**config.mk**
```make
export PLATFORM = sky130hd
export DESIGN_NAME = acc_top
export DESIGN_NICKNAME = d
export VERILOG_FILES = /design/src/include/acc_pkg.sv /design/src/rtl/acc_top.sv /design/src/rtl/acc_sync2.sv /design/src/rtl/acc_cmp_slice.sv
export SDC_FILE = /design/constraint.sdc
export NUM_CORES = 1
export LEC_CHECK = 0
export BUFFER_PORTS_ARGS = -buffer_cell sky130_fd_sc_hd__buf_2
export CORE_MARGIN = 5
export CORE_UTILIZATION = 40
export CTS_CLUSTER_DIAMETER = 100
export DETAILED_ROUTE_END_ITERATION = 8
export HOLD_SLACK_MARGIN = 0.12
export PLACE_DENSITY = 0.67
export SYNTH_ARGS = -nofsm -noshare
export SYNTH_HDL_FRONTEND = slang
export SYNTH_SLANG_ARGS = --single-unit
export TNS_END_PERCENT = 10
```
**constraint.sdc**
```tcl
create_clock -name sys_clk -period 2.3 [get_ports sys_clk]
set_clock_uncertainty 0.1 [all_clocks]
set_input_delay 0.345 -clock sys_clk [delete_from_list [all_inputs] [get_ports sys_clk]]
set_output_delay 0.345 -clock sys_clk [all_outputs]
set_load 0.03 [all_outputs]
```
**src/include/acc_pkg.sv**
```systemverilog
// Constants, register map and state types of the two-comparator control block.
// Assumes a single 25 MHz system clock and an AXI4-Lite register slave.
package acc_pkg;

  // Instance count and bus widths
  localparam int ACC_NUM = 2;
  localparam int ACC_ADDR_W = 8;

  // Instruction cycle is this many system clocks
  localparam int ACC_INSTR_DIV = 4;

  // Register byte addresses
  localparam logic [7:0] ACC_OFS_CTRL0_A = 8'h00;
  localparam logic [7:0] ACC_OFS_CTRL1_A = 8'h04;
  localparam logic [7:0] ACC_OFS_CTRL0_B = 8'h08;
  localparam logic [7:0] ACC_OFS_CTRL1_B = 8'h0c;
  localparam logic [7:0] ACC_OFS_MIRROR = 8'h10;
  localparam logic [7:0] ACC_OFS_FLAGS = 8'h14;
  localparam logic [7:0] ACC_OFS_ENABLES = 8'h18;

  // Control register 0 fields
  localparam int ACC_C0_ON = 7;
  localparam int ACC_C0_RESULT = 6;
  localparam int ACC_C0_PIN_DRIVE = 5;
  localparam int ACC_C0_INVERT = 4;
  localparam int ACC_C0_SPEED = 2;
  localparam int ACC_C0_HYST = 1;
  localparam int ACC_C0_SYNC = 0;
  localparam logic [7:0] ACC_C0_RESET = 8'h04;
  localparam logic [7:0] ACC_C0_WMASK = 8'hb7;

  // Control register 1 fields
  localparam int ACC_C1_RISE_EN = 7;
  localparam int ACC_C1_FALL_EN = 6;
  localparam int ACC_C1_PLUS_LSB = 4;
  localparam int ACC_C1_MINUS_LSB = 0;
  localparam logic [7:0] ACC_C1_RESET = 8'h00;
  localparam logic [7:0] ACC_C1_WMASK = 8'hf7;

  // Enables register fields
  localparam int ACC_EN_GROUP = 6;
  localparam int ACC_EN_GLOBAL = 7;

  // Positive input codes
  localparam logic [1:0] ACC_PLUS_PIN = 2'h0;
  localparam logic [1:0] ACC_PLUS_DAC = 2'h1;
  localparam logic [1:0] ACC_PLUS_FIXED = 2'h2;
  localparam logic [1:0] ACC_PLUS_GND = 2'h3;

  // Negative input codes, others reserved
  localparam logic [2:0] ACC_MINUS_PIN1 = 3'h1;
  localparam logic [2:0] ACC_MINUS_PIN2 = 3'h2;
  localparam logic [2:0] ACC_MINUS_PIN3 = 3'h3;
  localparam logic [2:0] ACC_MINUS_FIXED = 3'h4;

  // AXI responses
  localparam logic [1:0] ACC_RESP_OKAY = 2'h0;
  localparam logic [1:0] ACC_RESP_SLVERR = 2'h2;

  // State of one comparator slice
  typedef struct packed {
    logic result;
    logic prev;
    logic latched;
  } acc_slice_t;

  // State of the top block
  typedef struct packed {
    logic [ACC_NUM-1:0][7:0] ctrl0;
    logic [ACC_NUM-1:0][7:0] ctrl1;
    logic [ACC_NUM-1:0] flag;
    logic [ACC_NUM-1:0] ie;
    logic group_en;
    logic global_en;
    logic aw_have;
    logic [ACC_ADDR_W-1:0] awaddr;
    logic w_have;
    logic [7:0] wdata;
    logic wbyte;
    logic bvalid;
    logic [1:0] bresp;
    logic rvalid;
    logic [31:0] rdata;
    logic [1:0] rresp;
    logic [1:0] div;
    logic t1_prev;
    logic irq;
  } acc_top_t;

endpackage

```
**src/rtl/acc_top.sv**
```systemverilog
// Control and status logic for two analog comparators, AXI4-Lite slave.
// Assumes analog cores, pin driver and Timer1 sit outside this block.
`timescale 1ns/1ns
`default_nettype none
module acc_top
  import acc_pkg::*;
(
  input wire logic sys_clk,
  input wire logic rst,
  // AXI4-Lite write address
  input wire logic [ACC_ADDR_W-1:0] s_axi_awaddr,
  input wire logic s_axi_awvalid,
  output logic s_axi_awready,
  // AXI4-Lite write data
  input wire logic [31:0] s_axi_wdata,
  input wire logic [3:0] s_axi_wstrb,
  input wire logic s_axi_wvalid,
  output logic s_axi_wready,
  // AXI4-Lite write response
  output logic [1:0] s_axi_bresp,
  output logic s_axi_bvalid,
  input wire logic s_axi_bready,
  // AXI4-Lite read address
  input wire logic [ACC_ADDR_W-1:0] s_axi_araddr,
  input wire logic s_axi_arvalid,
  output logic s_axi_arready,
  // AXI4-Lite read data
  output logic [31:0] s_axi_rdata,
  output logic [1:0] s_axi_rresp,
  output logic s_axi_rvalid,
  input wire logic s_axi_rready,
  // Raw compare results from the analog cores, asynchronous
  input wire logic [ACC_NUM-1:0] core_compare_raw,
  // Timer1 clocks, raw and after its prescaler, plus prescaler in use
  input wire logic tmr1_src_clk,
  input wire logic tmr1_presc_clk,
  input wire logic tmr1_presc_used,
  // Analog controls per comparator
  output logic [ACC_NUM-1:0] core_power_on,
  output logic [ACC_NUM-1:0] core_speed_high,
  output logic [ACC_NUM-1:0] core_hysteresis_on,
  // One-hot input switches: pin, DAC, fixed, ground
  output logic [ACC_NUM-1:0][3:0] plus_route,
  // One-hot input switches: pin1, pin2, pin3, fixed
  output logic [ACC_NUM-1:0][3:0] minus_route,
  // Outputs to the pins and to Timer1 gate
  output logic [ACC_NUM-1:0] result_pin_out,
  output logic [ACC_NUM-1:0] result_pin_drive,
  output logic [ACC_NUM-1:0] result_to_timer,
  // Interrupt request toward the processor
  output logic irq_request
);

  acc_top_t s_q, s_d;

  // Synchronised compare inputs
  logic [ACC_NUM-1:0] raw_sync;
  // Per slice status, edge events and outward values
  logic [ACC_NUM-1:0] compare_result;
  logic [ACC_NUM-1:0] edge_set;
  logic [ACC_NUM-1:0] outward;
  // Divider tick and timer falling edge
  logic instr_tick;
  logic timer_clk_sel;
  logic timer_fall;
  // Write and read decode helpers
  logic do_write;
  logic [ACC_NUM-1:0] flag_clear;
  logic [7:0] wr_byte;
  logic [31:0] rd_word;
  logic rd_hit;

  // Bring asynchronous compare results into sys_clk
  acc_sync2 #(
    .W(ACC_NUM)
  ) u_sync (
    .sys_clk(sys_clk),
    .rst(rst),
    .async_in(core_compare_raw),
    .sync_out(raw_sync)
  );

  // Instruction cycle enable from a free divider
  assign instr_tick = (s_q.div == 2'(ACC_INSTR_DIV - 1));

  // Latch follows the prescaled clock whenever the prescaler is used
  assign timer_clk_sel = tmr1_presc_used ? tmr1_presc_clk : tmr1_src_clk;
  assign timer_fall = s_q.t1_prev & ~timer_clk_sel;

  // Two identical slices, each with its own register pair
  for (genvar i = 0; i < ACC_NUM; i++) begin : g_slice
    acc_cmp_slice u_slice (
      .sys_clk(sys_clk),
      .rst(rst),
      .raw_sync(raw_sync[i]),
      .comparator_on(s_q.ctrl0[i][ACC_C0_ON]),
      .result_invert(s_q.ctrl0[i][ACC_C0_INVERT]),
      .sync_to_timer_sel(s_q.ctrl0[i][ACC_C0_SYNC]),
      .rise_edge_irq_en(s_q.ctrl1[i][ACC_C1_RISE_EN]),
      .fall_edge_irq_en(s_q.ctrl1[i][ACC_C1_FALL_EN]),
      .instr_tick(instr_tick),
      .timer_fall(timer_fall),
      .compare_result(compare_result[i]),
      .edge_set(edge_set[i]),
      .outward(outward[i])
    );
  end

  // Positive input decode, all open while off
  function automatic logic [3:0] plus_decode(input logic on, input logic [1:0] code);
    logic [3:0] r;
    r = 4'h0;
    if (on) begin
      unique case (code)
        ACC_PLUS_PIN: r = 4'h1;
        ACC_PLUS_DAC: r = 4'h2;
        ACC_PLUS_FIXED: r = 4'h4;
        ACC_PLUS_GND: r = 4'h8;
      endcase
    end
    return r;
  endfunction

  // Negative input decode; reserved codes leave the node open
  function automatic logic [3:0] minus_decode(input logic on, input logic [2:0] code);
    logic [3:0] r;
    r = 4'h0;
    if (on) begin
      case (code)
        ACC_MINUS_PIN1: r = 4'h1;
        ACC_MINUS_PIN2: r = 4'h2;
        ACC_MINUS_PIN3: r = 4'h4;
        ACC_MINUS_FIXED: r = 4'h8;
        default: r = 4'h0;
      endcase
    end
    return r;
  endfunction

  // Register read mux; status bit and mirror show the sampled slice result
  always_comb begin
    rd_word = 32'h0;
    rd_hit = 1'b1;
    case (s_axi_araddr & 8'hfc)
      ACC_OFS_CTRL0_A: begin
        rd_word[7:0] = s_q.ctrl0[0];
        rd_word[ACC_C0_RESULT] = compare_result[0];
      end
      ACC_OFS_CTRL1_A: rd_word[7:0] = s_q.ctrl1[0];
      ACC_OFS_CTRL0_B: begin
        rd_word[7:0] = s_q.ctrl0[1];
        rd_word[ACC_C0_RESULT] = compare_result[1];
      end
      ACC_OFS_CTRL1_B: rd_word[7:0] = s_q.ctrl1[1];
      ACC_OFS_MIRROR: rd_word[ACC_NUM-1:0] = compare_result;
      ACC_OFS_FLAGS: rd_word[ACC_NUM-1:0] = s_q.flag;
      ACC_OFS_ENABLES: begin
        rd_word[ACC_NUM-1:0] = s_q.ie;
        rd_word[ACC_EN_GROUP] = s_q.group_en;
        rd_word[ACC_EN_GLOBAL] = s_q.global_en;
      end
      default: rd_hit = 1'b0;
    endcase
  end

  // Next-state logic of divider, bus slave, registers and flags
  always_comb begin
    s_d = s_q;
    flag_clear = '0;
    wr_byte = s_q.wdata;
    // Free divider and timer clock history
    s_d.div = instr_tick ? 2'h0 : 2'(s_q.div + 2'h1);
    s_d.t1_prev = timer_clk_sel;
    // Capture address and data in either order
    if (s_axi_awvalid && s_axi_awready) begin
      s_d.aw_have = 1'b1;
      s_d.awaddr = s_axi_awaddr;
    end
    if (s_axi_wvalid && s_axi_wready) begin
      s_d.w_have = 1'b1;
      s_d.wdata = s_axi_wdata[7:0];
      s_d.wbyte = s_axi_wstrb[0];
    end
    // Perform the write once both halves are held
    do_write = s_q.aw_have && s_q.w_have && !s_q.bvalid;
    if (do_write) begin
      s_d.aw_have = 1'b0;
      s_d.w_have = 1'b0;
      s_d.bvalid = 1'b1;
      s_d.bresp = ACC_RESP_OKAY;
      // Only the low lane holds data; other lanes are ignored
      case (s_q.awaddr & 8'hfc)
        ACC_OFS_CTRL0_A: if (s_q.wbyte) s_d.ctrl0[0] = wr_byte & ACC_C0_WMASK;
        ACC_OFS_CTRL1_A: if (s_q.wbyte) s_d.ctrl1[0] = wr_byte & ACC_C1_WMASK;
        ACC_OFS_CTRL0_B: if (s_q.wbyte) s_d.ctrl0[1] = wr_byte & ACC_C0_WMASK;
        ACC_OFS_CTRL1_B: if (s_q.wbyte) s_d.ctrl1[1] = wr_byte & ACC_C1_WMASK;
        ACC_OFS_MIRROR: s_d.bresp = ACC_RESP_OKAY;
        // Write one to clear a flag
        ACC_OFS_FLAGS: if (s_q.wbyte) flag_clear = wr_byte[ACC_NUM-1:0];
        ACC_OFS_ENABLES: begin
          if (s_q.wbyte) begin
            s_d.ie = wr_byte[ACC_NUM-1:0];
            s_d.group_en = wr_byte[ACC_EN_GROUP];
            s_d.global_en = wr_byte[ACC_EN_GLOBAL];
          end
        end
        default: s_d.bresp = ACC_RESP_SLVERR;
      endcase
    end
    if (s_q.bvalid && s_axi_bready) begin
      s_d.bvalid = 1'b0;
    end
    // Read: one outstanding, answered the cycle after acceptance
    if (s_axi_arvalid && s_axi_arready) begin
      s_d.rvalid = 1'b1;
      s_d.rdata = rd_word;
      s_d.rresp = rd_hit ? ACC_RESP_OKAY : ACC_RESP_SLVERR;
    end else if (s_q.rvalid && s_axi_rready) begin
      s_d.rvalid = 1'b0;
    end
    // Hardware only sets; a same-cycle edge beats the clear
    s_d.flag = (s_q.flag & ~flag_clear) | edge_set;
    // Request needs flag, own enable, group and global enables
    s_d.irq = (|(s_d.flag & s_d.ie)) & s_d.group_en & s_d.global_en;
  end

  // State register with control resets
  always_ff @(posedge sys_clk) begin
    if (rst) begin
      s_q <= '0;
      for (int i = 0; i < ACC_NUM; i++) begin
        s_q.ctrl0[i] <= ACC_C0_RESET;
        s_q.ctrl1[i] <= ACC_C1_RESET;
      end
    end else begin
      s_q <= s_d;
    end
  end

  // Bus handshakes: one held item per channel, none while answering
  assign s_axi_awready = !s_q.aw_have && !s_q.bvalid;
  assign s_axi_wready = !s_q.w_have && !s_q.bvalid;
  assign s_axi_bvalid = s_q.bvalid;
  assign s_axi_bresp = s_q.bresp;
  assign s_axi_arready = !s_q.rvalid;
  assign s_axi_rvalid = s_q.rvalid;
  assign s_axi_rdata = s_q.rdata;
  assign s_axi_rresp = s_q.rresp;

  // Analog controls and outward paths
  always_comb begin
    for (int i = 0; i < ACC_NUM; i++) begin
      core_power_on[i] = s_q.ctrl0[i][ACC_C0_ON];
      core_speed_high[i] = s_q.ctrl0[i][ACC_C0_SPEED];
      core_hysteresis_on[i] = s_q.ctrl0[i][ACC_C0_HYST];
      plus_route[i] = plus_decode(s_q.ctrl0[i][ACC_C0_ON],
                                  s_q.ctrl1[i][ACC_C1_PLUS_LSB +: 2]);
      minus_route[i] = minus_decode(s_q.ctrl0[i][ACC_C0_ON],
                                    s_q.ctrl1[i][ACC_C1_MINUS_LSB +: 3]);
      // Pin drive ignores the enable bit; direction is kept outside
      result_pin_drive[i] = s_q.ctrl0[i][ACC_C0_PIN_DRIVE];
      result_pin_out[i] = outward[i];
      result_to_timer[i] = outward[i];
    end
  end

  assign irq_request = s_q.irq;

endmodule
`default_nettype wire

```
**src/rtl/acc_sync2.sv**
```systemverilog
// Two-flop synchroniser for a vector of asynchronous levels.
// Assumes one system clock; each bit is synchronised on its own.
`timescale 1ns/1ns
`default_nettype none
module acc_sync2 #(
  parameter int W = 2
) (
  input wire logic sys_clk,
  input wire logic rst,
  input wire logic [W-1:0] async_in,
  output logic [W-1:0] sync_out
);

  // First stage feeds only the second stage
  logic [W-1:0] meta_q;
  logic [W-1:0] stable_q;

  // Both stages clear on reset
  always_ff @(posedge sys_clk) begin
    if (rst) begin
      meta_q <= '0;
      stable_q <= '0;
    end else begin
      meta_q <= async_in;
      stable_q <= meta_q;
    end
  end

  assign sync_out = stable_q;

endmodule
`default_nettype wire

```
**src/rtl/acc_cmp_slice.sv**
```systemverilog
// One comparator slice: result sampling, edge detection, timer latch.
// Assumes the raw compare input is already synchronised to sys_clk.
`timescale 1ns/1ns
`default_nettype none
module acc_cmp_slice
  import acc_pkg::*;
(
  input wire logic sys_clk,
  input wire logic rst,
  input wire logic raw_sync,
  input wire logic comparator_on,
  input wire logic result_invert,
  input wire logic sync_to_timer_sel,
  input wire logic rise_edge_irq_en,
  input wire logic fall_edge_irq_en,
  input wire logic instr_tick,
  input wire logic timer_fall,
  output logic compare_result,
  output logic edge_set,
  output logic outward
);

  acc_slice_t s_q, s_d;
  // Polarity adjusted live value; off forces the core output low
  logic live;

  // Next-state logic
  always_comb begin
    live = (comparator_on & raw_sync) ^ result_invert;
    s_d = s_q;
    s_d.prev = s_q.result;
    // Internal view updates once per instruction cycle
    if (instr_tick) begin
      s_d.result = live;
    end
    // Latch only on the falling timer edge, away from the counting edge
    if (timer_fall) begin
      s_d.latched = live;
    end
  end

  always_ff @(posedge sys_clk) begin
    if (rst) begin
      s_q <= '0;
    end else begin
      s_q <= s_d;
    end
  end

  assign compare_result = s_q.result;
  // Edges of the adjusted status bit, each gated by its own enable
  assign edge_set = (rise_edge_irq_en & s_q.result & ~s_q.prev) |
                    (fall_edge_irq_en & ~s_q.result & s_q.prev);
  // Direct path is deliberately unlatched; sync mode uses the latch
  assign outward = sync_to_timer_sel ? s_q.latched : live;

endmodule
`default_nettype wire

```
[Word-level counts from Yosys, hierarchy flattened]
Index checks and enable logic that the tools add are counted.
Storage, ports and cells
  bits in registers: 79
  bits in latches: 0
  memory bits (writable): 0
  ROM bits: 0
  input bits: 64
  output and inout port bits: 70
  logic and storage cells: 137
  memories kept: 0
Cells by class
  add/subtract/negate cells: 1
  multipliers: 0
  divide/modulo/power cells: 0
  $lt $le $gt $ge: 0
  equal/unequal tests: 27
  shifts and indexed selects: 0
  muxes and demuxes: 26
  bitwise gates (word level): 26
  reductions and logical operators: 28
Operator list (number)
  one-hot mux 4 bit (4 select lines): 5
  == test 6 x 3 -> 1 bit, second input constant: 6
  == test 6 x 2 -> 1 bit, second input constant: 4
  two-way mux 4 bit: 6
  zero test 8 bit: 2
  one-hot mux 2 bit (7 select lines): 1
  OR reduction 7 bit: 2
  bitwise AND 1 bit: 13
  == test 3 x 2 -> 1 bit, second input constant: 4
  == test 6 x 1 -> 1 bit, second input constant: 2
  AND reduction 3 bit: 4
  == test 2 bit, second input constant: 5
  two-way mux 2 bit: 5
  one-hot mux 2 bit (5 select lines): 1
  logical AND 1 bit: 9
  two-way mux 9 bit: 1
  OR reduction 2 bit: 4
  == test 3 x 1 -> 1 bit, second input constant: 2
  == test 3 bit, second input constant: 2
  two-way mux 1 bit: 6
  two-way mux 5 bit: 1
  inverter 1 bit: 5
  bitwise AND 2 bit: 2
  == test 2 x 1 -> 1 bit, second input constant: 2
  other kinds (8): 14

[Depth between registers and ports, before layout]
Gate-level depths: netlist of run 1.
  depth after elaboration: 10
  gate-level depth with buffers: 6
  depth with buffers taken out: 4

[Cells and area by module]
A second synthesis of run 1 with hierarchy kept.
Second synthesis, totals
  cells, all modules: 391
  area total of the unflattened synthesis: 3563.4 um^2
Modules (own cells, without submodules)
  acc_top: times used 1, cells each 351, area an instance 3180.6 um^2, seq. area each 1261.2 um^2
  acc_cmp_slice: times used 2, cells each 16, area an instance 138.9 um^2, seq. area each 60.1 um^2
  acc_sync2: times used 1, cells each 8, area an instance 105.1 um^2, seq. area each 80.1 um^2

[Worst setup path after synthesis of run 1]
OpenSTA, ideal clock, no wires.
  kind: register to register
  from: register s_q (netlist bit s_axi_bvalid)
  to: register s_q[54] (netlist bit)
  setup time: 128 ps
  data arrival time: 1690 ps
  required time: 2072 ps
  slack: 382 ps
  cell stages (with the launch flop): 6
  path buffers: 1
  period minus slack after synthesis: 1918 ps
  cell sequence: dfxtp_1 nor2_1 and2_1 clkbuf_1 mux2i_1 nor2_1
Between the ends
  cells in the longest elaborated chain, start to end: 3
RTL lines
  from (decl): line acc_top.sv:54  | acc_top_t s_q, s_d;
  zero test 1 bit: line acc_top.sv:241  | assign s_axi_awready = !s_q.aw_have && !s_q.bvalid;
  logical AND 1 bit: line acc_top.sv:241
  via s_axi_awready: line acc_top.sv:13  | output logic s_axi_awready,
  logical AND 1 bit: line acc_top.sv:175  | if (s_axi_awvalid && s_axi_awready) begin
The timed path passes the listed nets, and every way through them passes these cells.
A chain may end at the register's enable or synchronous reset.

[Worst setup path in the final report of run 1]
  from: register s_q (netlist bit core_power_on[1])
  to: output result_to_timer[1]
Between the ends
  cells in the longest elaborated chain, start to end: 3
RTL lines
  bitwise AND 1 bit: line acc_cmp_slice.sv:29  | live = (comparator_on & raw_sync) ^ result_invert;
  bitwise XOR 1 bit: line acc_cmp_slice.sv:29
  two-way mux 1 bit: line acc_cmp_slice.sv:55  | assign outward = sync_to_timer_sel ? s_q.latched : live;
  to (decl): line acc_top.sv:49  | output logic [ACC_NUM-1:0] result_to_timer,
No other way between the ends.

==> summary.txt, run 1 <==
Run status
  – Status: finished, final reports clean

Floorplan
  – Die Wd: 105 um
  – Rows: 34
  – Core ar.: 0.00876 mm2
  – Die ar.: between 0.01 and 0.015 mm2
  – # IOs: between 100 and 150
  – Die Y: about 100 um
  – Starting Density: 0.412

Synth
  – Top_reg_cell synth: dfxtp_1
  – Most common cell in the synthesized netlist: dfxtp_1
  – Number of flops mapped to enable cells by yosys: 0
  – Mapped cell area: 0.00361 mm2
  – Area leader, netlist: dfxtp_1
  – Mean Syn Cell Area: ~9 um2
  – Sequential-to-total area share from yosys stat: 0.405
  – Synth async-reset ratio: 0
  – Yosys cell types: 50
  – Synth top area share: 0.405
  – Area contributors post-synth: dfxtp_1 (40%), buf_4 (10%), mux2i_1 (10%), nor2_1 (6.2%), nand2_1 (3.3%)
  – Synth Warn #: 0
  – Most frequent cells after synthesis: dfxtp_1 (73), nor2_1 (60), buf_4 (50)
  – Mapped Cells: roughly 390
  – Flops & latches, synth: 73

Final layout
  – Multi-input gate area: ~0.0018 mm2
  – Final Cell Area: slightly above 0.004 mm2
  – Layout area overhead: 13.4%
  – Sequential cell area: around 0.0015 mm2
  – Fin nets: just over 500
  – Post-Layout Cell Count: 565
  – # diodes: 0
  – # fillers: between 800 and 900
  – Layout cells sized above 1: 0.260

Place
  – Gpl congestion: 0.797
  – Placed Cells: roughly 540
  – HPWL after DPL: 6010 um
  – I/O Buffers: 74
  – Post-DP Area: 0.00381 mm2

Global routing
  – Vias in the first global route: approximately 2800
  – Global-route wire length before repair: around 13000 um
  – Initial antenna violation count: 0
  – Tot GR Track Use: 0.146
  – Largest net degree at the start of global routing: 31
  – Global route overflow: 0

Power
  – Final Power: about 0.0027 W
  – LEAKAGE: around 1.9 nW
  – Pwr Density: approximately 650 mW/mm2
  – Maximum VDD drop: about 0.00025 V

Min path
  – Hold Crit Depth: 3
  – Worst Hold Launch: s_axi_awaddr[7]
  – Hold/Removal Path Class: input port to flop
  – WHS Endpoint: s_q[59]

Clock network
  – Clk slew on worst S/H paths: roughly 0.08 ns
  – Longest Clk Path Bufs: 2
  – CTS tree: yes
  – Clock buffer count from CTS: 9
  – Clock sink count: 73
  – Worst-skew pair later-pin latency: 0.35 ns
  – Htree depth: 3
  – Root Driver: clkbuf_8
  – Post-CTS Setup Repair Bufs: 0

Routing
  – Pre-Repair DR Iteration Count: 4
  – Iter 0 DRT Violations: 85
  – Via count: 2821
  – Residual DRC count: 0
  – Post-DRT Antenna Nets: 0
  – Vias per Instance: around 5.0
  – Average wire per standard cell: 14.1 um
  – Routed Wire Length: 7940 um

Timing
  – Final setup fails: 0
  – Tmin final: just under 2 ns
  – Tcrit/Tclk final: 0.860
  – Final Max Slew Viols: 0
  – Hold Vio Cnt, Final: 0
  – F_max: 0.505 GHz
  – Total Neg Setup Slack: 0 ns
  – Slew headroom: 0.540
  – Slew @ Worst Pin: 0.684 ns
  – RSZ-0062 raised after global routing: false

Setup path
  – CP Launch Type: flop
  – Reg2reg setup slack: between 0.3 and 0.4 ns
  – Worst Path Required: 1.86 ns
  – CP endpoint kind: primary output
  – FF-to-FF End: s_q[77]
  – Critical path class: flop to primary output
  – Critical path fanouts, max: 10
  – Worst r2r path cells: 4
  – Origin of the worst setup path: core_power_on[1]
  – Critical path data arrival time: 1.53 ns
  – Reg2reg start: s_axi_bvalid

Job
  – Max-cap violations: 0
[through the flow]
stage / worst slack, ns / utilization / hold slack [ns]
6_report: 0.321 / 0.467 / 0.135
5_1_grt: 0.121 / 0.467 / 0.131
4_1_cts: 0.146 / 0.467 / 0.126
2_1_floorplan: 0.382 / - / 0.304
3_3_place_gp: 0.402 / 0.434 / 0.314
3_5_place_dp: 0.374 / 0.434 / 0.331
[routing by layer]
metal	routed length [um]	global-route usage
met4	204	0.0630
met2	3610	0.232
met3	481	0.0327
met1	3650	0.190
met5	0	0
[state kept, by name, summed over array words and instances, names as in the netlist]
register                        count
s_q                                36
s_axi_rdata                         7
wr_byte                             7
g_slice.u_slice.s_q                 4
core_hysteresis_on                  2
core_power_on                       2
core_speed_high                     2
g_slice.u_slice.compare_result      2
result_pin_drive                    2
u_sync.meta_q                       2
u_sync.sync_out                     2
irq_request                         1
s_axi_bresp                         1
s_axi_bvalid                        1
s_axi_rresp                         1
s_axi_rvalid                        1
[logic make-up (layout without fill, tap and decap cells)]
| kind of cell | Yosys count | in the layout | synth area share |
|---|---|---|---|
| AND/OR/NAND/NOR | 153 | 153 | 0.223 |
| AO/OA/AOI/OAI | 43 | 43 | 0.0801 |
| multiplexers | 48 | 48 | 0.153 |
| other | 1 | 27 | 0.00104 |
| buffers and inverters | 70 | 110 | 0.130 |
| flip-flops | 73 | 73 | 0.405 |
| XOR/XNOR | 2 | 2 | 0.00485 |
| adder cells (fa/ha/maj) | 1 | 1 | 0.00347 |
[report_power, final]
| group | switching [W] | internal (W) | leakage (nW) |
|---|---|---|---|
| sequential | 0.0000416 | 0.00130 | 0.594 |
| clock | 0.000524 | 0.000519 | 0.0988 |
| combinational | 0.000195 | 0.000100 | 1.19 |
[how the worst max path moves through the flow]
stage / to / slack (ns) / cells past startpoint
after floorplan: s_q[54] / 0.38 / 5
after global routing: result_to_timer[1] / 0.12 / 4
after CTS: result_to_timer[1] / 0.15 / 4
after global placement: s_q[77] / 0.40 / 4
final: result_to_timer[1] / 0.32 / 4
after detailed placement: s_q[77] / 0.37 / 4
[cell usage in the layout, fill, tap and decap left out, drive strengths merged, types with 3 or more instances in the layout]
master and count:
and3b 5, mux2 6, a22oi 3, mux4 5
a31oi 3, nand2b 3, nor2 60, dfxtp 73
nor3b 3, nand2 32, conb 27, inv 11
a21oi 20, and3 4, nand4b 3, buf 79
dlygate4sd3 8, mux2i 37, nor3 8, nor2b 9
and2 3, clkbuf 9, nand3 9
[critical path, cell delays in order (launching register included)]
cell and delay (ns):
dfxtp_2 0.45, nand2_1 0.09, xnor2_1 0.24, mux2_2 0.21
buf_2 0.19
[cell type report]
cell class	count	area share
Clock buffer	9	0.0302
Clock inverter	7	0.0202
Inverter	7	0.00642
Multi-Input combinational cell	274	0.434
Sequential cell	73	0.357
Tap cell	108	0.0330
Timing Repair Buffer	87	0.119
[repair_timing]
item / in CTS / in global routing
gates resized for setup: 0 / 1
endpoints found under the hold margin: 8 / 0
hold buffers: 8 / 0
setup endpoints to repair: 0 / 2
(Power assumes the default switching activity.)
==> run 2: changes to the inputs <==
--- a/config.mk
+++ b/config.mk
@@ -11,7 +11,7 @@
 export CTS_CLUSTER_DIAMETER = 100
 export DETAILED_ROUTE_END_ITERATION = 8
 export HOLD_SLACK_MARGIN = 0.12
-export PLACE_DENSITY = 0.67
+export PLACE_DENSITY_LB_ADDON = 0.25
 export SYNTH_ARGS = -nofsm -noshare
 export SYNTH_HDL_FRONTEND = slang
 export SYNTH_SLANG_ARGS = --single-unit
==> run 2 against run 1 <==
  * Design area is 0.46% lower
  * Sequential share of layout area up 0.13 points
  * Sequential power about the same
  * Critical path depth did not move
  * First-iteration DRC count rose by 11%
  * Highest routed layer unchanged
  * Power grew 2.9%
  * Combinational power shrank 2%
==> summary.txt, run 2 (synthesis results as in run 1) <==
Timing
  – Final setup fails: 0 (unchanged)
  – Hold Vio Cnt, Final: 0 (unchanged)
  – Hold_ws: 0.137 ns (+0.00172 ns)
  – Total Neg Setup Slack: 0 ns (unchanged)
  – Tcrit/Tclk final: 0.876 (+0.0154)
  – F_max: 0.496 GHz (-1.8%)
  – Slew headroom: 0.490 (-0.0492)
  – Tmin final: 2.01 ns (+0.0353 ns)
  – Final Max Slew Viols: 0 (unchanged)
  – Slew @ Worst Pin: 0.757 ns (+0.0732 ns)
  – RSZ-0062 raised after global routing: false

Final layout
  – Fin nets: 514 (-0.58%)
  – Max reg flops: 36 (unchanged)
  – Largest Register: s_q
  – Layout area overhead: 12.9%
  – Finished Core Util: 0.465 (-0.00214)
  – Most common cell after layout, fill and taps aside: buf_2
  – Most frequent cells in the layout: buf_2 (74), dfxtp_1 (73), nor2_1 (60)
  – Sequential cell area: 0.00146 mm2 (about the same)
  – # fillers: 859 (+1.9%)
  – Layout cells sized above 1: 0.258 (-0.00268)
  – Multi-input gate area: 0.00178 mm2 (unchanged)
  – Post-Layout Cell Count: 562 (-0.53%)
  – # diodes: 0 (unchanged)

Global routing
  – Largest net degree at the start of global routing: 35 (+13%)
  – Met1 usage in global routing: 0.196 (+0.00604)
  – Initial antenna violation count: 0 (unchanged)
  – M2 GR Usage: 0.235 (+0.00225)
  – Vias in the first global route: 2657 (-5.8%)
  – Global-route wire length before repair: 13300 um (+0.41%)
  – Tot GR Track Use: 0.148 (+0.00185)
  – Global route overflow: 0 (unchanged)
  – Busiest grt layer: met2
  – Met3 Use GR: 0.0358 (+0.00308)

Setup path
  – Critical Path End: result_to_timer[0]
  – Worst r2r path cells: 4 (unchanged)
  – Reg2reg start: s_axi_bvalid
  – Origin of the worst setup path: core_power_on[0]
  – Critical path class: flop to primary output
  – Slowest-stage cell, CP: dfxtp_1
  – CP endpoint kind: primary output
  – Worst Path Required: 1.86 ns (about the same)
  – Crit-path cells: nand2_1 > xnor2_1 > mux2_2 > buf_2
  – Critical path data arrival time: 1.57 ns (+0.04 ns)
  – FF-to-FF End: s_q[79]
  – Critical Path Max Stage Delay: 0.44 ns (about the same)
  – Critical path fanouts, max: 5 (-5)
  – Reg2reg setup slack: 0.38 ns (+0.04 ns)
  – CP Launch Type: flop

Floorplan
  – Rows: 34 (unchanged)
  – Starting Density: 0.412 (unchanged)
  – Die Wd: 105 um (unchanged)
  – Die ar.: 0.0110 mm2 (unchanged)
  – # IOs: 134 (unchanged)
  – Die Y: 105 um (unchanged)
  – Core ar.: 0.00876 mm2 (unchanged)

Power
  – Sw Share: 0.260 (-0.0233)
  – Combinational share of power: 0.105 (-0.005)
  – Maximum VDD drop: 0.000337 V (+32%)
  – Part of the power in registers: 0.487 (-0.014)
  – Net switching power: 0.000718 W (-5.5%)
  – P_int: 0.00204 W (+6.3%)
  – Clock power frac: 0.408 (+0.019)
  – Pwr Density: 677 mW/mm2 (+3.4%)
  – LEAKAGE: 1.88 nW (-0.20%)

Clock network
  – Post_cts resized: 0 (unchanged)
  – Root Driver: clkbuf_8
  – CTS tree: yes
  – Longest Clk Path Bufs: 2 (unchanged)
  – Htree depth: 3 (unchanged)
  – Clock buffer count from CTS: 9 (unchanged)
  – Worst-skew pair later-pin latency: 0.35 ns (about the same)
  – Clk slew on worst S/H paths: 0.08 ns (about the same)
  – Clock sink count: 73 (unchanged)

Place
  – Placed Cells: 542 (+0.18%)
  – Gpl congestion: 0.798 (about the same)
  – HPWL after DPL: 6080 um (+1.2%)
  – I/O Buffers: 74 (unchanged)

Routing
  – Iter 0 DRT Violations: 94 (+11%)
  – Average wire per standard cell: 14.5 um (+3.0%)
  – Via count: 2754 (-2.4%)
  – Vias per Instance: 4.90 (-1.9%)
  – Post-DRT Antenna Nets: 0 (unchanged)
  – Routed Wire Length: 8140 um (+2.5%)
  – Pre-Repair DR Iteration Count: 6 (+2)
  – Residual DRC count: 0 (unchanged)

Min path
  – Hold/Removal Path Class: input port to flop
  – Hold Crit Depth: 3 (unchanged)
  – Worst Hold Launch: s_axi_awaddr[3]

Run status
  – Status: finished, final reports clean

Job
  – Max-cap violations: 0 (unchanged)
run 2: how the worst min path moves through the flow:
| stage | end | slack [ns] |
|---|---|---|
| after floorplan | s_q[2] | 0.30 |
| after global placement | s_q[2] | 0.31 |
| after detailed placement | s_q[2] | 0.32 |
| after CTS | wr_byte[1] | 0.12 |
| after global routing | wr_byte[7] | 0.13 |
| final | s_q[55] | 0.14 |
run 2: power by group through the flow:
stage               registers, W  logic (W)  clock network (W)
finish                   0.00134   0.000289            0.00113
global route             0.00135   0.000318            0.00120
detailed placement       0.00137   0.000285                  0
CTS                      0.00134   0.000290            0.00114
floorplan                0.00137   0.000257                  0
global placement         0.00137   0.000281                  0
run 2: per-layer routing:
metal	wire, um	part of all wire	vias up
met5	0	0	-
met4	100	0.012	0
met3	479	0.059	7
met2	3670	0.45	82
met1	3880	0.48	1275
li1	-	-	1390
run 2: cell type report:
| cell class | instances | area share |
|---|---|---|
| Multi-Input combinational cell | 274 | 0.436 |
| Sequential cell | 73 | 0.359 |
| Timing Repair Buffer | 84 | 0.112 |
| Clock buffer | 12 | 0.0356 |
| Tap cell | 108 | 0.0331 |
| Clock inverter | 4 | 0.0187 |
| Inverter | 7 | 0.00645 |
run 2: worst max-delay path, delay by kind of cell (launching register included):
family                    cells  cell delay, ns
and+or+nand+nor               1            0.10
muxes                         1            0.22
xor gates and xnor gates      1            0.27
DFF                           1            0.44
buffers and inverters         1            0.19
run 2: through the flow:
step | total power, W | setup slack, ns | instance area, um2
6_report | 0.00276 | 0.286 | 4080
5_1_grt | 0.00287 | 0.179 | 4080
4_1_cts | 0.00277 | 0.261 | 4080
3_5_place_dp | 0.00166 | 0.365 | 3810
3_3_place_gp | 0.00165 | 0.423 | 3810
2_1_floorplan | 0.00162 | 0.382 | 3710
run 2: what timing repair did:
item,CTS,global route
hold buffers,4,0
hold endpoints to repair,4,0
setup buffers,0,0
==> run 3: changes to the inputs <==
--- a/config.mk
+++ b/config.mk
@@ -10,6 +10,7 @@
 export CORE_UTILIZATION = 40
 export CTS_CLUSTER_DIAMETER = 100
 export DETAILED_ROUTE_END_ITERATION = 8
+export GPL_TIMING_DRIVEN = 0
 export HOLD_SLACK_MARGIN = 0.12
 export PLACE_DENSITY_LB_ADDON = 0.25
 export SYNTH_ARGS = -nofsm -noshare
==> run 3 against run 2 <==
  * Utilization grew 4.1 points
  * Setup slack worse by 0.083 ns
  * Critical path depth increased by 1
  * Worst hold slack lost 0.016 ns
  * Highest routed layer unchanged
  * Largest cell class unchanged
  * Clock power barely moved
  * Combinational power grew 18%
==> summary.txt, run 3 (synthesis results as in run 1) <==
Run status
  – Status: finished, final reports clean

Global routing
  – Largest net degree at the start of global routing: 13 (-63%)
  – Tot GR Track Use: 0.161 (+0.0128)
  – Global-route wire length before repair: 14400 um (+7.8%)
  – Initial antenna violation count: 0 (unchanged)
  – Vias in the first global route: 2897 (+9.0%)
  – Global route overflow: 0 (unchanged)

Clock network
  – Clock sink count: 73 (unchanged)
  – Worst-skew pair later-pin latency: 0.34 ns (about the same)
  – Clock buffer count from CTS: 9 (unchanged)
  – CTS tree: yes
  – Longest Clk Path Bufs: 2 (unchanged)
  – Clk slew on worst S/H paths: 0.08 ns (about the same)
  – Htree depth: 3 (unchanged)
  – Post-CTS Setup Repair Bufs: 0 (unchanged)
  – Root Driver: clkbuf_8

Timing
  – F_max: 0.477 GHz (-3.9%)
  – Slew headroom: 0.504 (+0.0132)
  – RSZ-0062 raised after global routing: false
  – Hold Vio Cnt, Final: 0 (unchanged)
  – Final setup fails: 0 (unchanged)
  – Tmin final: 2.10 ns (+0.0825 ns)
  – Slew @ Worst Pin: 0.738 ns (-0.0196 ns)
  – Total Neg Setup Slack: 0 ns (unchanged)
  – Tcrit/Tclk final: 0.912 (+0.0359)
  – Final Max Slew Viols: 0 (unchanged)

Routing
  – Post-DRT Antenna Nets: 0 (unchanged)
  – Average wire per standard cell: 14.1 um (-2.6%)
  – Pre-Repair DR Iteration Count: 4 (-2)
  – Routed Wire Length: 8660 um (+6.5%)
  – Via count: 2959 (+7.4%)
  – Iter 0 DRT Violations: 146 (+55%)
  – Wl on met1: 3820 um (-1.6%)
  – Vias per Instance: 4.82 (-1.7%)
  – Metal2 WL: 4100 um (+12%)
  – DR WL met3: 554 um (+16%)
  – Residual DRC count: 0 (unchanged)
  – Top layer in use: met4

Setup path
  – Critical path data arrival time: 1.65 ns (+0.08 ns)
  – Reg2reg setup slack: 0.51 ns (+0.13 ns)
  – FF-to-FF End: irq_request
  – Worst Path Required: 1.86 ns (about the same)
  – Reg2reg start: s_q[59]
  – CP endpoint kind: primary output
  – Critical path fanouts, max: 10 (+5)
  – Worst r2r path cells: 4 (unchanged)
  – Critical path class: flop to primary output
  – CP Launch Type: flop

Final layout
  – Fin nets: 567 (+10%)
  – Max reg flops: 36 (unchanged)
  – Post-Layout Cell Count: 614 (+9.3%)
  – Most frequent cells in the layout: buf_2 (74), dfxtp_1 (71), nor2_1 (60)
  – Layout cells sized above 1: 0.326 (+0.0684)
  – Finished Core Util: 0.507 (+0.0414)
  – Largest Register: s_q
  – Layout area overhead: 23.0%
  – Most common cell after layout, fill and taps aside: buf_2
  – # diodes: 0 (unchanged)

Min path
  – Hold/Removal Path Class: input port to flop
  – Hold Crit Depth: 2 (-1)
  – Worst Hold Launch: core_compare_raw[1]
  – WHS Endpoint: u_sync.meta_q[1]

Power
  – Part of the power in registers: 0.482 (-0.005)
  – Combinational share of power: 0.122 (+0.017)
  – Pwr Density: 628 mW/mm2 (-7.2%)
  – Clock power frac: 0.396 (-0.012)
  – LEAKAGE: 2.14 nW (+14%)
  – Maximum VDD drop: 0.000330 V (-2.1%)
  – Sw Share: 0.256 (-0.00374)
  – Net switching power: 0.000715 W (-0.42%)
  – P_int: 0.00207 W (+1.5%)

Floorplan
  – Die ar.: 0.0110 mm2 (unchanged)
  – Starting Density: 0.412 (unchanged)
  – Die Y: 105 um (unchanged)
  – Rows: 34 (unchanged)
  – # IOs: 134 (unchanged)
  – Core ar.: 0.00876 mm2 (unchanged)
  – Die Wd: 105 um (unchanged)

Place
  – Gpl congestion: 0.812 (+1.8%)
  – I/O Buffers: 73 (-1.4%)
  – HPWL after DPL: 6680 um (+9.8%)
  – Placed Cells: 598 (+10%)

Job
  – Max-cap violations: 0 (unchanged)
-- run 3: worst max-delay path by stage --
stage | cells after the start | from | end | slack, ns
final | 5 | core_power_on[1] | result_pin_out[1] | 0.20
after global routing | 5 | core_power_on[1] | result_pin_out[1] | 0.09
after CTS | 5 | core_power_on[1] | result_pin_out[1] | 0.05
after detailed placement | 5 | core_power_on[1] | result_pin_out[1] | 0.43
after global placement | 5 | core_power_on[0] | result_to_timer[0] | 0.47
after floorplan | 5 | s_axi_bvalid | s_q[54] | 0.38
-- run 3: routing by layer --
| metal | vias to the layer above | global-route usage |
|---|---|---|
| li1 | 1500 | - |
| met1 | 1354 | 0.204 |
| met2 | 92 | 0.265 |
| met3 | 13 | 0.0308 |
| met4 | 0 | 0.0694 |
| met5 | - | 0 |
-- run 3: power by group through the flow --
stage | registers, W | clock network [W] | logic [W]
after global routing | 0.00135 | 0.00117 | 0.000374
after CTS | 0.00134 | 0.00111 | 0.000340
after floorplan | 0.00137 | 0 | 0.000257
final | 0.00134 | 0.00110 | 0.000340
after detailed placement | 0.00137 | 0 | 0.000338
after global placement | 0.00137 | 0 | 0.000333
-- run 3: layout make-up --
class                   count  area (um2)
fillers                   858        4320
multi-input cells         274        1780
flip-flops and latches     73        1460
plain buffers              63         443
repair buffers             74         375
clock buffers              11         141
well taps                 108         135
clock inverters             4        77.6
inverters                   7        26.3
-- run 3: per-stage QoR --
stage | power (W) | worst slack [ns] | cell area, um2 | hold slack [ns]
floorplan | 0.00162 | 0.382 | 3710 | 0.304
global placement | 0.00170 | 0.469 | 4210 | 0.314
detailed placement | 0.00171 | 0.431 | 4210 | 0.323
CTS | 0.00280 | 0.0508 | 4440 | 0.123
global route | 0.00290 | 0.0939 | 4440 | 0.123
finish | 0.00279 | 0.203 | 4440 | 0.121
-- run 3: what timing repair did --
action,4_1_cts,5_1_grt
resized for setup,0,2
hold buffers,1,0
setup endpoints to repair,0,4
endpoints found under the hold margin,1,0
-- run 3: critical path, cell delays in order, from the launching register on --
cell and delay, ns:
dfxtp_2 0.45, nand2_1 0.09, xnor2_1 0.16, mux2_2 0.29
buf_4 0.13, buf_2 0.17
